--- config.mk ---
export PLATFORM = sky130hd
export DESIGN_NAME = dpil_core
export DESIGN_NICKNAME = d
export VERILOG_FILES = /design/src/pkg/dpil_pkg.sv /design/src/core/dpil_core.sv
export VERILOG_INCLUDE_DIRS = /design/src /design/src/pkg
export SDC_FILE = /design/constraint.sdc
export NUM_CORES = 1
export LEC_CHECK = 0
export BUFFER_PORTS_ARGS = -buffer_cell sky130_fd_sc_hd__buf_2
export CORE_MARGIN = 4
export CORE_UTILIZATION = 40
export CTS_CLUSTER_DIAMETER = 60
export DETAILED_ROUTE_END_ITERATION = 6
export PLACE_DENSITY_LB_ADDON = 0.05
export SYNTH_ARGS = -nofsm -noshare
export SYNTH_HDL_FRONTEND = slang
export SYNTH_SLANG_ARGS = --single-unit
--- constraint.sdc ---
create_clock -name clk -period 2 [get_ports clk]
set_input_delay 0.1 -clock clk [delete_from_list [all_inputs] [get_ports clk]]
set_output_delay 0.1 -clock clk [all_outputs]
set_load 0.05 [all_outputs]
--- src/pkg/dpil_defs.svh ---
/*
  Constants for the DRAM pin interface lanes block: size and width codes,
  field layout of the timing configuration word and address split.
  Assumes nothing beyond being included once by the package and the core.
*/
`ifndef DPIL_DEFS_SVH
`define DPIL_DEFS_SVH

// =============================================================
// Transfer size codes.
`define DPIL_SIZE_LONG   2'h0
`define DPIL_SIZE_BYTE   2'h1
`define DPIL_SIZE_WORD   2'h2
`define DPIL_SIZE_LINE   2'h3

// =============================================================
// Port width codes.
`define DPIL_PORT_32     2'h0
`define DPIL_PORT_8      2'h1
`define DPIL_PORT_16     2'h2

// =============================================================
// Column strobe patterns, bit 3 is the lane on D[31:24].
`define DPIL_CAS_NONE    4'hf
`define DPIL_CAS_P8      4'h7
`define DPIL_CAS_P16     4'h3
`define DPIL_CAS_P32     4'h0

// =============================================================
// Timing configuration word: [4] mux enable, [3:2] row wait, [1:0] column wait.
`define DPIL_TC_MUX_BIT  4
`define DPIL_TC_RCD_MSB  3
`define DPIL_TC_RCD_LSB  2
`define DPIL_TC_CAS_MSB  1
`define DPIL_TC_CAS_LSB  0
`define DPIL_TC_RESET    5'h00

// =============================================================
// Address pins and row address split.
`define DPIL_FIXED_PINS  24'hffffff
`define DPIL_ROW_SHIFT   11

`endif

--- src/pkg/dpil_pkg.sv ---
/*
  Types of the DRAM pin interface lanes block.
  Assumes dpil_defs.svh is on the include path.
*/
`include "dpil_defs.svh"

package dpil_pkg;

  // States, Gray coded along idle, row, column, precharge.
  typedef enum logic [2:0] {
    DPIL_IDLE = 3'h0,
    DPIL_ROW  = 3'h1,
    DPIL_COL  = 3'h3,
    DPIL_PRE  = 3'h2,
    DPIL_REF  = 3'h6
  } dpil_state_t;

  // One transfer or refresh request from the internal bus.
  typedef struct packed {
    logic        start;
    logic        refresh;
    logic [1:0]  transfer_size_code;
    logic [1:0]  port_width;
    logic [27:0] addr;
    logic        write;
    logic        ext_master;
  } dpil_req_t;

  // Pins toward the DRAM banks.
  typedef struct packed {
    logic [3:0]  cas_n;
    logic        ras_n;
    logic        dram_write_strobe_n;
    logic [27:0] addr_o;
    logic [27:0] addr_oe;
  } dpil_pins_t;

  // Whole state of the core.
  typedef struct packed {
    dpil_state_t state;
    logic [1:0]  cnt;
    dpil_pins_t  pins;
    logic [3:0]  lanes_n;
    logic [27:0] col;
    logic        done;
  } dpil_core_t;

endpackage : dpil_pkg

--- src/core/dpil_core.sv ---
/*
  Pin-level DRAM interface: column strobes per byte lane, DRAM write strobe,
  multiplexed row and column address with pin enables, and refresh cycles.
  Assumes requests arrive synchronous to clk and are held off while busy.
*/
// Function
// - Longword and line: one strobe for 8-bit, two for 16-bit, four for 32-bit.
// - Strobe timing is stretched by the timing configuration word.
// - DRAM write strobe low in write cycles, high in read cycles.
// - DRAM write strobe stays high during refresh.
// - DRAM write strobe covers DRAM transfers only.
// - Address driven only on address pins; upper four per pin configuration.
// - Core transfers get row and column address driven by the block.
// - External master transfers muxed only when the mux enable bit is set.
// - Each bank is 8, 16 or 32 bits wide; strobes follow the width.
`include "dpil_defs.svh"

module dpil_core
  import dpil_pkg::*;
(
  // Clock and reset.
  input  wire logic       clk,
  input  wire logic       sys_rst,
  // Request side.
  input  wire dpil_req_t  req,
  input  wire logic [4:0] dram_timing_config,
  input  wire logic [3:0] pin_assignment_config,
  output logic            busy,
  output logic            done,
  // DRAM side.
  output dpil_pins_t      pins
);

  // ===========================================================
  // Lane decode.

  // Active-low strobe pattern for a size, width and low address.
  function automatic logic [3:0] dpil_lanes(input logic [1:0] sz, input logic [1:0] pw,
                                            input logic [1:0] a);
    logic [3:0] r;
    r = `DPIL_CAS_NONE;
    case (pw)
      `DPIL_PORT_8: r = `DPIL_CAS_P8;
      `DPIL_PORT_16: begin
        if (sz == `DPIL_SIZE_BYTE) begin
          r = a[0] ? 4'hb : 4'h7;
        end else begin
          r = `DPIL_CAS_P16;
        end
      end
      default: begin
        case (sz)
          `DPIL_SIZE_BYTE: r = ~(4'h8 >> a);
          `DPIL_SIZE_WORD: r = a[1] ? 4'hc : 4'h3;
          default:         r = `DPIL_CAS_P32;
        endcase
      end
    endcase
    return r;
  endfunction : dpil_lanes

  // ===========================================================
  // State.

  dpil_core_t s_reg;
  dpil_core_t s_next;
  logic       mux_ok;
  logic [1:0] rcd_wait;
  logic [1:0] cas_wait;

  assign mux_ok   = !req.ext_master || dram_timing_config[`DPIL_TC_MUX_BIT];
  assign rcd_wait = dram_timing_config[`DPIL_TC_RCD_MSB:`DPIL_TC_RCD_LSB];
  assign cas_wait = dram_timing_config[`DPIL_TC_CAS_MSB:`DPIL_TC_CAS_LSB];

  // Next state of the whole pin sequencer.
  always_comb begin
    s_next      = s_reg;
    s_next.done = 1'b0;
    case (s_reg.state)
      DPIL_IDLE: begin
        s_next.pins.cas_n   = `DPIL_CAS_NONE;
        s_next.pins.ras_n   = 1'b1;
        s_next.pins.dram_write_strobe_n = 1'b1;
        s_next.pins.addr_oe = '0;
        if (req.refresh) begin
          s_next.state      = DPIL_REF;
          s_next.cnt        = cas_wait;
          s_next.pins.cas_n = `DPIL_CAS_P32;
          s_next.pins.dram_write_strobe_n = 1'b1;
        end else if (req.start) begin
          s_next.state        = DPIL_ROW;
          s_next.cnt          = rcd_wait;
          s_next.pins.ras_n   = 1'b0;
          s_next.pins.dram_write_strobe_n = !req.write;
          s_next.lanes_n      = dpil_lanes(req.transfer_size_code, req.port_width,
                                           req.addr[1:0]);
          s_next.col          = req.addr;
          s_next.pins.addr_o  = req.addr >> `DPIL_ROW_SHIFT;
          if (mux_ok) begin
            s_next.pins.addr_oe = {pin_assignment_config, `DPIL_FIXED_PINS};
          end
        end
      end
      DPIL_ROW: begin
        if (s_reg.cnt == 2'h0) begin
          s_next.state       = DPIL_COL;
          s_next.cnt         = cas_wait;
          s_next.pins.cas_n  = s_reg.lanes_n;
          s_next.pins.addr_o = s_reg.col;
        end else begin
          s_next.cnt = s_reg.cnt - 2'h1;
        end
      end
      DPIL_COL: begin
        if (s_reg.cnt == 2'h0) begin
          s_next.state        = DPIL_PRE;
          s_next.pins.cas_n   = `DPIL_CAS_NONE;
          s_next.pins.ras_n   = 1'b1;
          s_next.pins.dram_write_strobe_n = 1'b1;
          s_next.pins.addr_oe = '0;
          s_next.done         = 1'b1;
        end else begin
          s_next.cnt = s_reg.cnt - 2'h1;
        end
      end
      DPIL_REF: begin
        s_next.pins.ras_n = 1'b0;
        if (!s_reg.pins.ras_n && s_reg.cnt == 2'h0) begin
          s_next.state      = DPIL_PRE;
          s_next.pins.cas_n = `DPIL_CAS_NONE;
          s_next.pins.ras_n = 1'b1;
        end else if (!s_reg.pins.ras_n) begin
          s_next.cnt = s_reg.cnt - 2'h1;
        end
      end
      DPIL_PRE: s_next.state = DPIL_IDLE;
      default:  s_next.state = DPIL_IDLE;
    endcase
  end

  // Register the state; reset parks every pin negated.
  always_ff @(posedge clk) begin
    if (sys_rst) begin
      s_reg <= '{state: DPIL_IDLE, cnt: 2'h0,
                 pins: '{cas_n: 4'hf, ras_n: 1'b1, dram_write_strobe_n: 1'b1,
                         addr_o: 28'h0, addr_oe: 28'h0},
                 lanes_n: 4'hf, col: 28'h0, done: 1'b0};
    end else begin
      s_reg <= s_next;
    end
  end

  // Outputs.
  assign pins = s_reg.pins;
  assign busy = (s_reg.state != DPIL_IDLE);
  assign done = s_reg.done;

  // ===========================================================
  // Checks.

  property p_lane_long;
    @(posedge clk) disable iff (sys_rst)
      (s_reg.state == DPIL_IDLE && req.start && !req.refresh && req.port_width == `DPIL_PORT_16
       && req.transfer_size_code == `DPIL_SIZE_LONG && rcd_wait == 2'h0)
      |=> ##1 pins.cas_n == `DPIL_CAS_P16;
  endproperty
  a_lane_long: assert property (p_lane_long) else $error("16-bit longword strobes wrong");

  property p_row_time;
    @(posedge clk) disable iff (sys_rst)
      (s_reg.state == DPIL_ROW && s_reg.cnt == 2'h2) |=> ##1 s_reg.state == DPIL_ROW ##1
      s_reg.state == DPIL_COL;
  endproperty
  a_row_time: assert property (p_row_time) else $error("row wait not honoured");

  property p_we_write;
    @(posedge clk) disable iff (sys_rst)
      (s_reg.state == DPIL_COL) |-> pins.dram_write_strobe_n == $past(pins.dram_write_strobe_n);
  endproperty
  a_we_write: assert property (p_we_write) else $error("write strobe moved mid cycle");

  property p_we_ref;
    @(posedge clk) disable iff (sys_rst)
      (s_reg.state == DPIL_REF) |-> pins.dram_write_strobe_n && !(&pins.cas_n);
  endproperty
  a_we_ref: assert property (p_we_ref) else $error("write strobe low in refresh");

  property p_we_idle;
    @(posedge clk) disable iff (sys_rst)
      (s_reg.state == DPIL_IDLE) |-> pins.dram_write_strobe_n && &pins.cas_n;
  endproperty
  a_we_idle: assert property (p_we_idle) else $error("strobes active when idle");

  property p_upper_pins;
    @(posedge clk) disable iff (sys_rst)
      (s_reg.state == DPIL_IDLE && req.start && !req.refresh)
      |=> (pins.addr_oe[27:24] & ~$past(pin_assignment_config)) == 4'h0;
  endproperty
  a_upper_pins: assert property (p_upper_pins) else $error("non-address pin driven");

  property p_core_mux;
    @(posedge clk) disable iff (sys_rst)
      (s_reg.state == DPIL_IDLE && req.start && !req.refresh && !req.ext_master)
      |=> pins.addr_oe[23:0] == `DPIL_FIXED_PINS && !pins.ras_n;
  endproperty
  a_core_mux: assert property (p_core_mux) else $error("core row address not driven");

  property p_ext_mux;
    @(posedge clk) disable iff (sys_rst)
      (s_reg.state == DPIL_IDLE && req.start && !req.refresh && req.ext_master
       && !dram_timing_config[`DPIL_TC_MUX_BIT]) |=> pins.addr_oe == 28'h0 [*2];
  endproperty
  a_ext_mux: assert property (p_ext_mux) else $error("external address muxed");

  property p_width8;
    @(posedge clk) disable iff (sys_rst)
      (s_reg.state == DPIL_IDLE && req.start && !req.refresh && req.port_width == `DPIL_PORT_8)
      |=> (s_reg.lanes_n == `DPIL_CAS_P8);
  endproperty
  a_width8: assert property (p_width8) else $error("8-bit port uses other lanes");

endmodule : dpil_core

=== Yosys cells after proc, flatten, opt, wreduce, memory -nomap -nowiden ===
Cells that the tools add are included.
Widths: inputs -> output; s select.

* Bits in registers: 100
* Output and inout port bits: 64
* Word-level logic and storage cells: 83

* Add/subtract/negate cells: 1
* Equality and inequality tests: 16
* Shift operators: 1
* Muxes and demuxes: 32
* Bitwise operators: 3
* Reduce and logical (&&, ||, !) cells: 20

{| class="wikitable"
|+ Operator list
! kind !! count
|-
| $pmux 28 s2 || 2
|-
| $mux 90 || 1
|-
| $mux 88 || 1
|-
| $mux 28 || 3
|-
| $pmux 6 s4 || 1
|-
| $mux 4 || 5
|-
| $ne 2x2->1 const B || 8
|-
| $pmux 4 s2 || 2
|-
| $mux 5 || 3
|-
| $pmux 3 s4 || 1
|-
| $reduce_and 4->1 || 3
|-
| $mux 3 || 3
|-
| $mux 2 || 4
|-
| $mux 6 || 1
|-
| $reduce_bool 3->1 || 2
|-
| $reduce_and 5->1 || 1
|-
| $eq 2x1->1 const B || 2
|-
| $eq 2x2->1 const B || 2
|-
| $not 4->4 || 1
|-
| $reduce_and 2->1 || 2
|-
| $reduce_bool 2->1 || 2
|-
| $reduce_bool 4->1 || 1
|-
| $shr 4x2->4 const A || 1
|-
| $eq 3x1->1 const B || 1
|-
| other kinds (15) || 20
|}

=== Depth between registers and ports, before layout ===
Gate-level depths: netlist of run 1.

* Depth after elaboration: 7
* Mapped depth: 9

=== Least setup slack after synthesis of run 1 ===
Ideal clock, no wire load.

* Path type: register to register
* Start: register s_reg[95] in the netlist's numbering
* End: register s_reg (netlist bit pins[42])
* Data arrival time: 1.763 ns
* Data required time: 1.911 ns
* Slack: 0.148 ns
* Cell stages (with the launch flop): 10
* Path buffers: 2
* Period minus slack after synthesis: 1.852 ns
* Cells stage by stage: dfxtp_1 -> inv_1 -> ha_1 -> buf_2 -> nor2b_1 -> o32a_1 -> a21boi_4 -> buf_6 -> nor2_1 -> a311oi_2

* Cells in the longest elaborated chain, start to end: 3

{| class="wikitable"
|+ Ends and longest elaborated chain
! item !! line !! source
|-
| start, declared || dpil_core.sv:65 || <nowiki>dpil_core_t s_reg;</nowiki>
|-
| start signal, assigned || dpil_core.sv:144 || <nowiki>s_reg <= '{state: DPIL_IDLE, cnt: 2'h0,</nowiki>
|-
| start signal, assigned || dpil_core.sv:149 || <nowiki>s_reg <= s_next;</nowiki>
|-
| $logic_not 2->1 || dpil_core.sv:105 || <nowiki>if (s_reg.cnt == 2'h0) begin</nowiki>
|-
| $ne 2x2->1 (no line) || -- ||
|-
| $reduce_and 4->1 (no line) || -- ||
|}

Every way passes these cells.
A chain may end at the register's enable or synchronous reset.

=== Worst setup path after layout of run 1 ===
* Start: register s_reg[95] in the netlist's numbering
* End: register s_reg (netlist bit pins[31])

Same word-level chain as after synthesis.

==> results by group, run 1 <==
Clock tree
  – Total CTS buffers: 9
  – Worst skew pair latency: 340 ps
  – CTS root buf: clkbuf_8
  – Clock Sink Count: between 70 and 80
  – CTS H-tree depth: 3
  – Clock Pin Slew Worst Setup and Hold Paths: about 90 ps
  – CTS tree: yes
  – Max Root-Sink Buffers: 2

GRT
  – Largest net degree at the start of global routing: 36
  – Global route overflow: 0
  – Initial antenna violation count: 0
  – Vias in the first global route: 3,217
  – Total GRT Usage: between 15 and 20%
  – Global-route wire length before repair: 15.2 mm

Final layout
  – Antenna cells: 0
  – Area grow syn2layout: 18.5%
  – Max reg flops: 39
  – Layout cells sized above 1: a little over 30%
  – Filler Cells Inserted: roughly 1,000
  – Final net count: 612

STA
  – Worst slew pin tran: slightly above 500 ps
  – Final Skew: 12.9 ps
  – Final Cycle Share: between 90% and 100%
  – Final Max Slew Viols: 0
  – Fin. Hold Viols: 0
  – Worst rel slew slack: 66.1%
  – FMAX: ~0.54 GHz
  – RSZ-0062 raised after global routing: no
  – Period minus WS final: 1850 ps
  – Endpoints failing setup: 0
  – Final Worst Setup Slack: roughly 150 ps
  – Setup TNS: 0 ps

Synth
  – Asr flop ratio synth: 0%
  – Simple-gate share of the synthesized area: ~22%
  – Warnings from Yosys: 0
  – Top post-synthesis cells by area: dfxtp_1 39%, buf_4 12%, nand2_1 8.8%
  – Register area share after synthesis: about two fifths
  – Xor/xnor cell area share of the yosys netlist: 0%
  – Post-Syn Nets: 540
  – Post-synth EDFFs: 0
  – Mapped Avg Cell Area: around 8 um2
  – Register bit total from synthesis: 77
  – Post-synthesis cell type count: 46
  – Adder-cell area share of the yosys netlist: 2.22%
  – Synth Instances: 486
  – Mux contribution to synthesized area: 0.253%
  – Cell area after synthesis: about 4000 um2
  – Yosys top cell by area: dfxtp_1
  – Post-synthesis compound-gate area fraction: roughly a fifth
  – Main combinational cell family by area after synthesis: simple AND/OR/NAND/NOR gates
  – Yosys top cell area share: 39.0%
  – Most used DFF post-synth: dfxtp_1

Min path
  – Hold depth: 3
  – Beginning of the worst hold path: req[28]
  – Worst Hold Class: input port to flip-flop
  – Worst Hold End: s_reg[27]

Drt
  – DRC: 0
  – Vias/cell: 4.86
  – Via count: approximately 3,400
  – DR pass1 iterations: 4
  – Starting DRT DRC Count: about 140
  – DRT Wirelength: between 9 and 10 mm
  – DRT antenna net count: 0
  – Wire per inst: around 14 um

Placed design
  – DP Worst Slack: around 130 ps
  – Input/output buffers: 110
  – Routability Congestion: around 0.8
  – HPWL after DPL: approximately 6.7 mm

Power
  – PD cells: approximately 900 nW/um2
  – Peak supply drop: between 0.0003 and 0.0004 V
  – Leakage power: just under 2 nW

Setup path
  – CP bufs+invs: 2
  – Crit path cell chain: inv_1 > ha_2 > nor2b_2 > o32a_1 > a21boi_4 > buf_12 > nor2_1 > a311oi_1
  – FF-to-FF setup slack: between 150 and 200 ps
  – Type of origin of the critical path: flip-flop
  – Levels on crit path: 8
  – Worst Setup End Kind: flip-flop
  – CP required: ~2300 ps
  – Reg2reg path depth: 8
  – Setup CP Type: flip-flop to flip-flop
  – Reg2reg start: s_reg[95]
  – Worst path slowest cell: dfxtp_1
  – Critical Path Max Stage Delay: between 300 and 400 ps
  – Capturing point of the worst reg2reg path: pins[31]
  – Crit path max fanout: 17
  – Top delay family on crit path: compound AO/OA/AOI/OAI gates
  – Critical Path AT: around 2100 ps

Floorplan
  – Core Rows: 36
  – Die width: roughly 110 um
  – Core box area: about 9700 um2
  – # IOs: about 110
  – Starting Density: approximately 40%
  – Die height: ~110 um
  – Die area: ~12,000 um2

Flow run
  – Max-cap viol count: 0

Status
  – Status: completed
==> layer usage <==
metal	global-route usage (%)	up-vias	routed length (um)
met3	3.42	7	638
met4	5.23	0	102
li1	-	1737	-
met1	21.9	1534	4550
met5	0	-	0
met2	25.9	104	4260
==> worst max-delay path by stage <==
stage | start | slack [ps] | end
global placement | s_reg[95] | 200 | pins[60]
global route | s_reg[95] | 30 | pins[60]
CTS | s_reg[95] | 90 | pins[31]
finish | s_reg[95] | 150 | pins[31]
floorplan | s_reg[95] | 150 | pins[42]
detailed placement | s_reg[95] | 130 | pins[33]
==> cell usage in the layout (no fill, tap or decap), drive strengths merged, types with 4 or more instances in the layout <==
master       netlist  final
a21oi             55     55
a22oi              4      4
a311oi            17     17
and2               4      4
buf               74    134
clkbuf            19     11
dfxtp             77     77
dlygate4sd3        0     19
ha                 7      7
inv               10     12
nand2             93     93
nand2b            17     17
nand3             28     28
nor2              29     29
nor2b              4      4
nor3               4      4
o21ai              7      7
o22a               5      5
==> tightest hold or removal path, stage by stage <==
cell and delay, ps:
buf_2 110, nand2_1 50, a21oi_1 50
==> cells in the mapped netlist, types with 2 or more instances <==
cell type and number:
o22a_1 5, buf_4 65, and2_1 4, a311oi_2 13, a21oi_1 55, ha_1 7
dfxtp_1 77, and3_1 2, inv_1 10, a311oi_1 4, buf_2 7, a211o_1 2
a221oi_1 2, clkbuf_1 19, o21ai_0 6, o32ai_1 2, nor2_1 28, nor2b_1 4
nand2_1 93, nand3b_1 2, nor3_1 4, nand2b_1 16, o22ai_1 3, a22oi_1 4
nor3b_1 2, or2_2 2, nand3_1 28, buf_6 2
==> cell type report <==
cell class	instances	area [um2]	share of cell area, %
clock inverters	6	68.8	1.47
inverters	10	37.5	0.802
clock buffers	10	128	2.73
repair buffers	154	968	20.7
well taps	133	166	3.56
flip-flops and latches	77	1540	32.9
multi-input cells	306	1770	37.8
==> per-stage QoR <==
step / utilization, % / instances / area [um2] / power [mW] / hold WS (ps)
floorplan: - / 486 / 3950 / 2.80 / 236
CTS: 47.8 / 693 / 4630 / 4.22 / 1.44
global route: 48.3 / 696 / 4680 / 4.43 / 4.27
detailed placement: 43.9 / 659 / 4250 / 3.00 / 346
global placement: 43.9 / 659 / 4250 / 2.99 / 341
finish: 48.3 / 696 / 4680 / 4.21 / 13.1
==> timing repair <==
item / CTS / global route
endpoints found under the setup margin: 0 / 20
endpoints found under the hold margin: 18 / 1
resized for setup: 0 / 5
buffers inserted: 0 / 0
hold buffers: 18 / 1
==> kinds of logic after synthesis <==
group,count (synthesis)
and+or+nand+nor,191
DFF,77
buffers and inverters,103
adders and majority gates,7
muxes,1
AOI/OAI and AO/OA,107
==> power by group <==
part	internal (mW)	total, mW	switching (mW)
Clock	0.586	1.19	0.601
Sequential	1.66	1.74	0.0841
Combinational	0.438	1.28	0.840
(Power assumes the default switching activity.)
==> inputs of run 2 (changes only) <==
--- a/config.mk
+++ b/config.mk
@@ -9,6 +9,7 @@
 export BUFFER_PORTS_ARGS = -buffer_cell sky130_fd_sc_hd__buf_2
 export CORE_MARGIN = 4
 export CORE_UTILIZATION = 40
+export CTS_BUF_LIST = sky130_fd_sc_hd__clkbuf_16
 export CTS_CLUSTER_DIAMETER = 60
 export DETAILED_ROUTE_END_ITERATION = 6
 export PLACE_DENSITY_LB_ADDON = 0.05
==> constraint.sdc (replaced) <==
create_clock -name clk -period 2.05 [get_ports clk]
set_input_delay 0.1025 -clock clk [delete_from_list [all_inputs] [get_ports clk]]
set_output_delay 0.1025 -clock clk [all_outputs]
set_load 0.05 [all_outputs]
==> results by group, run 2 (synthesized netlist as in run 1, its figures left out) <==
Clock tree
  – CTS root buf: clkbuf_16
  – Max Root-Sink Buffers: 2
  – Clock Pin Slew Worst Setup and Hold Paths: about 60 ps
  – Postcts setup bufs: 0
  – Total CTS buffers: 9
  – CTS H-tree depth: 3
  – Worst skew pair latency: 330 ps
  – Clock Sink Count: 77
  – CTS tree: yes

Drt
  – DRT Wirelength: roughly 9.4 mm
  – DR pass1 iterations: 4
  – DRC: 0
  – DRT antenna net count: 0
  – Starting DRT DRC Count: 160
  – Via count: 3,284
  – Wire per inst: around 14 um
  – Vias/cell: between 4 and 5

Floorplan
  – Die height: 107 um
  – # IOs: roughly 110
  – Core box area: 9680 um2
  – Die width: 107 um
  – Core Rows: 36
  – Starting Density: 40.8%
  – Die area: 11,500 um2

Power
  – Leakage power: around 1.9 nW
  – Peak supply drop: 0.000358 V
  – PD cells: roughly 970 nW/um2

Setup path
  – Setup CP Type: flip-flop to flip-flop
  – Worst Setup End Kind: flip-flop
  – Critical Path AT: slightly above 2000 ps
  – Worst path slowest cell: or3_4
  – Reg2reg path depth: 6
  – Critical Path Max Stage Delay: approximately 450 ps
  – Crit path max fanout: 34
  – Reg2reg start: s_reg[99]
  – Crit path cell chain: or3_4 > nand2b_4 > a21boi_4 > buf_12 > nor2_1 > a311oi_1
  – FF-to-FF setup slack: between 200 and 250 ps
  – CP required: between 2000 and 2500 ps
  – CP bufs+invs: 1
  – Top delay family on crit path: simple AND/OR/NAND/NOR gates
  – Type of origin of the critical path: flip-flop
  – Capturing point of the worst reg2reg path: pins[31]

Placed design
  – Routability Congestion: between 0.8 and 0.9
  – HPWL after DPL: around 6.5 mm
  – Placed insts: approximately 660
  – Input/output buffers: between 100 and 150

Status
  – Status: completed

Final layout
  – Area grow syn2layout: 16.5%
  – Commonest cells after routing, fill and taps aside: 110 x buf_2, 93 x nand2_1, 76 x dfxtp_1
  – Antenna cells: 0
  – Max reg flops: 39
  – Most common cell after layout, fill and taps aside: buf_2
  – Layout cells sized above 1: between 30 and 40%
  – Filler-free cell count of the finished design: around 680
  – Final net count: roughly 600

STA
  – FMAX: about 0.55 GHz
  – Endpoints failing setup: 0
  – Setup TNS: 0 ps
  – Final Max Slew Viols: 0
  – Worst rel slew slack: approximately two thirds
  – Worst slew pin tran: slightly above 500 ps
  – Fin. Hold Viols: 0
  – Period minus WS final: roughly 1800 ps
  – RSZ-0062 raised after global routing: no
  – Final Cycle Share: 88.5%
  – Final Skew: around 7.9 ps

Min path
  – Hold depth: 3
  – Worst Hold Class: input port to flip-flop
  – Beginning of the worst hold path: req[6]
  – Worst Hold End: s_reg[5]

Flow run
  – Max-cap viol count: 0

GRT
  – Vias in the first global route: just over 3,000
  – Global-route wire length before repair: about 15 mm
  – Total GRT Usage: roughly 16%
  – Largest net degree at the start of global routing: 35
  – Global route overflow: 0
  – Initial antenna violation count: 0
[run 2: layout make-up]
class | instances | area (um2)
clock inverters | 7 | 67.6
flip-flops and latches | 77 | 1540
inverters | 10 | 37.5
fillers | 1007 | 5080
clock buffers | 9 | 225
repair buffers | 135 | 803
multi-input cells | 306 | 1760
well taps | 133 | 166
[run 2: worst min-delay path, delay by kind of cell]
kind	cells	cell delay [ps]
buffers and inverters	1	90
and+or+nand+nor	1	50
AOI/OAI and AO/OA	1	50
[run 2: stage by stage]
stage	hold WS [ps]	worst slack (ps)	total power, mW	utilization, %	area (um2)
final	11.7	236	4.46	47.5	4600
after global placement	343	256	2.92	43.9	4250
after CTS	2.10	232	4.51	47.5	4600
after floorplan	238	198	2.73	-	3950
after detailed placement	348	251	2.93	43.9	4250
after global routing	14.7	46.1	4.68	47.5	4600
[run 2: worst max path at each step]
stage,from,to,slack (ps),cells past startpoint
2_1_floorplan,s_reg[95],pins[42],200,9
3_3_place_gp,s_reg[98],pins[45],260,7
3_5_place_dp,s_reg[97],pins[32],250,6
4_1_cts,s_reg[98],pins[48],230,7
5_1_grt,s_reg[96],pins[31],50,8
6_report,s_reg[99],pins[31],240,6
[run 2: power breakdown]
part           leakage (nW)  switching [mW]  internal [mW]  total [mW]
clock                 0.133           0.710          0.848        1.56
combinational          1.15           0.806          0.391        1.20
sequential            0.629          0.0807           1.62        1.70
total                  1.91            1.60           2.86        4.46
[run 2: repair_timing]
| item | CTS | global route |
|---|---|---|
| hold buffers | 6 | 0 |
| setup endpoints to repair | 0 | 1 |
| endpoints found under the hold margin | 6 | 0 |
| gates resized for setup | 0 | 1 |
[run 2: per-layer routing]
metal	part of all wire (%)	up-vias	routed length [um]	track usage, %
li1	-	1703	-	-
met5	0	-	0	0
met1	49	1481	4600	22.6
met2	43	91	4080	25.4
met4	1.1	0	108	4.96
met3	6.5	9	614	4.26
==> inputs of run 3 (changes only) <==
--- a/config.mk
+++ b/config.mk
@@ -13,6 +13,7 @@
 export CTS_CLUSTER_DIAMETER = 60
 export DETAILED_ROUTE_END_ITERATION = 6
 export PLACE_DENSITY_LB_ADDON = 0.05
+export SETUP_SLACK_MARGIN = 0.4
 export SYNTH_ARGS = -nofsm -noshare
 export SYNTH_HDL_FRONTEND = slang
 export SYNTH_SLANG_ARGS = --single-unit
==> results by group, run 3 (synthesized netlist as in run 1, its figures left out) <==
GRT
  – Grt met1 use: between 20% and 30%
  – Initial antenna violation count: 0
  – Global route overflow: 0
  – Largest net degree at the start of global routing: 42
  – Vias in the first global route: about 3,200
  – Met2 usage: around 28%
  – Gr busiest metal: met2
  – Met3 usage: 3.12%
  – Global-route wire length before repair: around 16 mm
  – Total GRT Usage: between 10% and 20%

Floorplan
  – Die height: 107 um
  – Die area: ~12,000 um2
  – Core Rows: 36
  – Core box area: between 9000 and 10,000 um2
  – Die width: approximately 110 um
  – # IOs: 111
  – Starting Density: ~41%

Placed design
  – Routability Congestion: between 0.7 and 0.8
  – Input/output buffers: 110
  – Placed insts: around 660
  – HPWL after DPL: between 6 and 7 mm

Final layout
  – Area grow syn2layout: 31.7%
  – Filler-free cell count of the finished design: around 700
  – Layout cells sized above 1: 42.5%
  – Max reg flops: 39
  – Final net count: 612
  – Antenna cells: 0
  – Commonest cells after routing, fill and taps aside: 110 x buf_2, 86 x nand2_1, 72 x dfxtp_1
  – Most common cell after layout, fill and taps aside: buf_2

Setup path
  – Crit path max fanout: 7
  – Setup CP Type: flip-flop to flip-flop
  – FF-to-FF setup slack: a little under 300 ps
  – CP required: ~2300 ps
  – Reg2reg path depth: 8
  – Worst Setup End Kind: flip-flop
  – Type of origin of the critical path: flip-flop
  – Capturing point of the worst reg2reg path: pins[32]
  – Critical Path AT: between 1500 and 2000 ps
  – Reg2reg start: s_reg[96]

Clock tree
  – Total CTS buffers: 9
  – Clock Sink Count: 77
  – Max Root-Sink Buffers: 2
  – Clock Pin Slew Worst Setup and Hold Paths: 60 ps
  – CTS tree: yes
  – CTS root buf: clkbuf_16
  – CTS H-tree depth: 3
  – Worst skew pair latency: between 300 and 400 ps

Drt
  – DRT antenna net count: 0
  – Starting DRT DRC Count: about 140
  – Vias/cell: 4.93
  – DR pass1 iterations: 4
  – Via count: between 3,000 and 4,000
  – Wire per inst: 14.5 um
  – DRC: 0
  – DRT Wirelength: 10.1 mm

STA
  – Final Max Slew Viols: 0
  – Worst slew pin tran: roughly 520 ps
  – Period minus WS final: about 1800 ps
  – Fin. Hold Viols: 0
  – RSZ-0062 raised after global routing: yes
  – WHS: around 7.1 ps
  – FMAX: 0.571 GHz
  – Worst rel slew slack: 65.5%
  – Setup TNS: 0 ps
  – Final Cycle Share: between 80% and 90%
  – Final Skew: around 7.6 ps
  – Endpoints failing setup: 0

Min path
  – Hold depth: 3
  – Beginning of the worst hold path: pin_assignment_config[0]
  – Worst Hold End: pins[24]
  – Worst Hold Class: input port to flip-flop

Power
  – PD cells: roughly 910 nW/um2
  – Leakage power: 2.14 nW
  – Peak supply drop: about 0.00049 V

Flow run
  – Max-cap viol count: 0

Status
  – Status: completed
## run 3: cell count changes in the layout (fill, tap and decap cells not counted), moves of 4 or more
cell	change
nand2_1	-7
a21oi_2	+11
dfxtp_1	-4
a21oi_1	-12
buf_4	+5
nor2_1	-14
nor2_4	+15
nand2_4	+7
buf_6	+8
## run 3: timing repair
| action | 4_1_cts | 5_1_grt |
|---|---|---|
| hold buffers | 8 | 0 |
| resized for setup | 28 | 47 |
| hold endpoints to repair | 8 | 0 |
| cloned | 4 | 0 |
| pin swaps | 7 | 24 |
| setup endpoints to repair | 62 | 62 |
| setup buffers | 10 | 3 |
## run 3: final cells by class
class | instances | area, um2
fillers | 914 | 4480
multi-input cells | 306 | 2110
flip-flops and latches | 77 | 1550
repair buffers | 154 | 1050
clock buffers | 9 | 225
well taps | 133 | 166
clock inverters | 7 | 60.1
inverters | 10 | 40.0
## run 3: through the flow
step / util (%) / power (mW) / worst slack [ps] / area, um2
after global placement: 45.0 / 3.00 / 257 / 4360
final: 53.7 / 4.76 / 298 / 5200
after floorplan: - / 2.84 / 241 / 4100
after CTS: 51.4 / 4.71 / 317 / 4980
after detailed placement: 45.0 / 3.01 / 214 / 4360
after global routing: 53.7 / 4.99 / 233 / 5200
## run 3: where the power goes
| part | switching, mW | internal, mW |
|---|---|---|
| clock network | 0.679 | 0.838 |
| logic | 0.934 | 0.581 |
| registers | 0.103 | 1.62 |
| total | 1.72 | 3.04 |
## run 3: critical path, cell delays in order (launching register included)
cell and delay, ps:
dfxtp_2 340, inv_4 50, ha_4 150, nor2b_4 120
o32a_1 320, a21boi_4 180, buf_6 140, buf_16 130
a311oi_2 210
## run 3: how the worst max path moves through the flow
stage,start,endpoint,slack [ps],cells after the start
2_1_floorplan,s_reg[97],pins[33],240,7
3_3_place_gp,s_reg[99],pins[28],260,5
3_5_place_dp,s_reg[97],s_reg[96],210,4
4_1_cts,s_reg[99],pins[39],320,6
5_1_grt,s_reg[97],pins[32],230,6
6_report,s_reg[96],pins[32],300,8
## run 3: per-layer routing
layer	wire length (um)	part of all wire [%]	up-vias
li1	-	-	1743
met1	4650	46	1577
met2	4690	47	102
met3	598	5.9	8
met4	120	1.2	0
met5	0	0	-
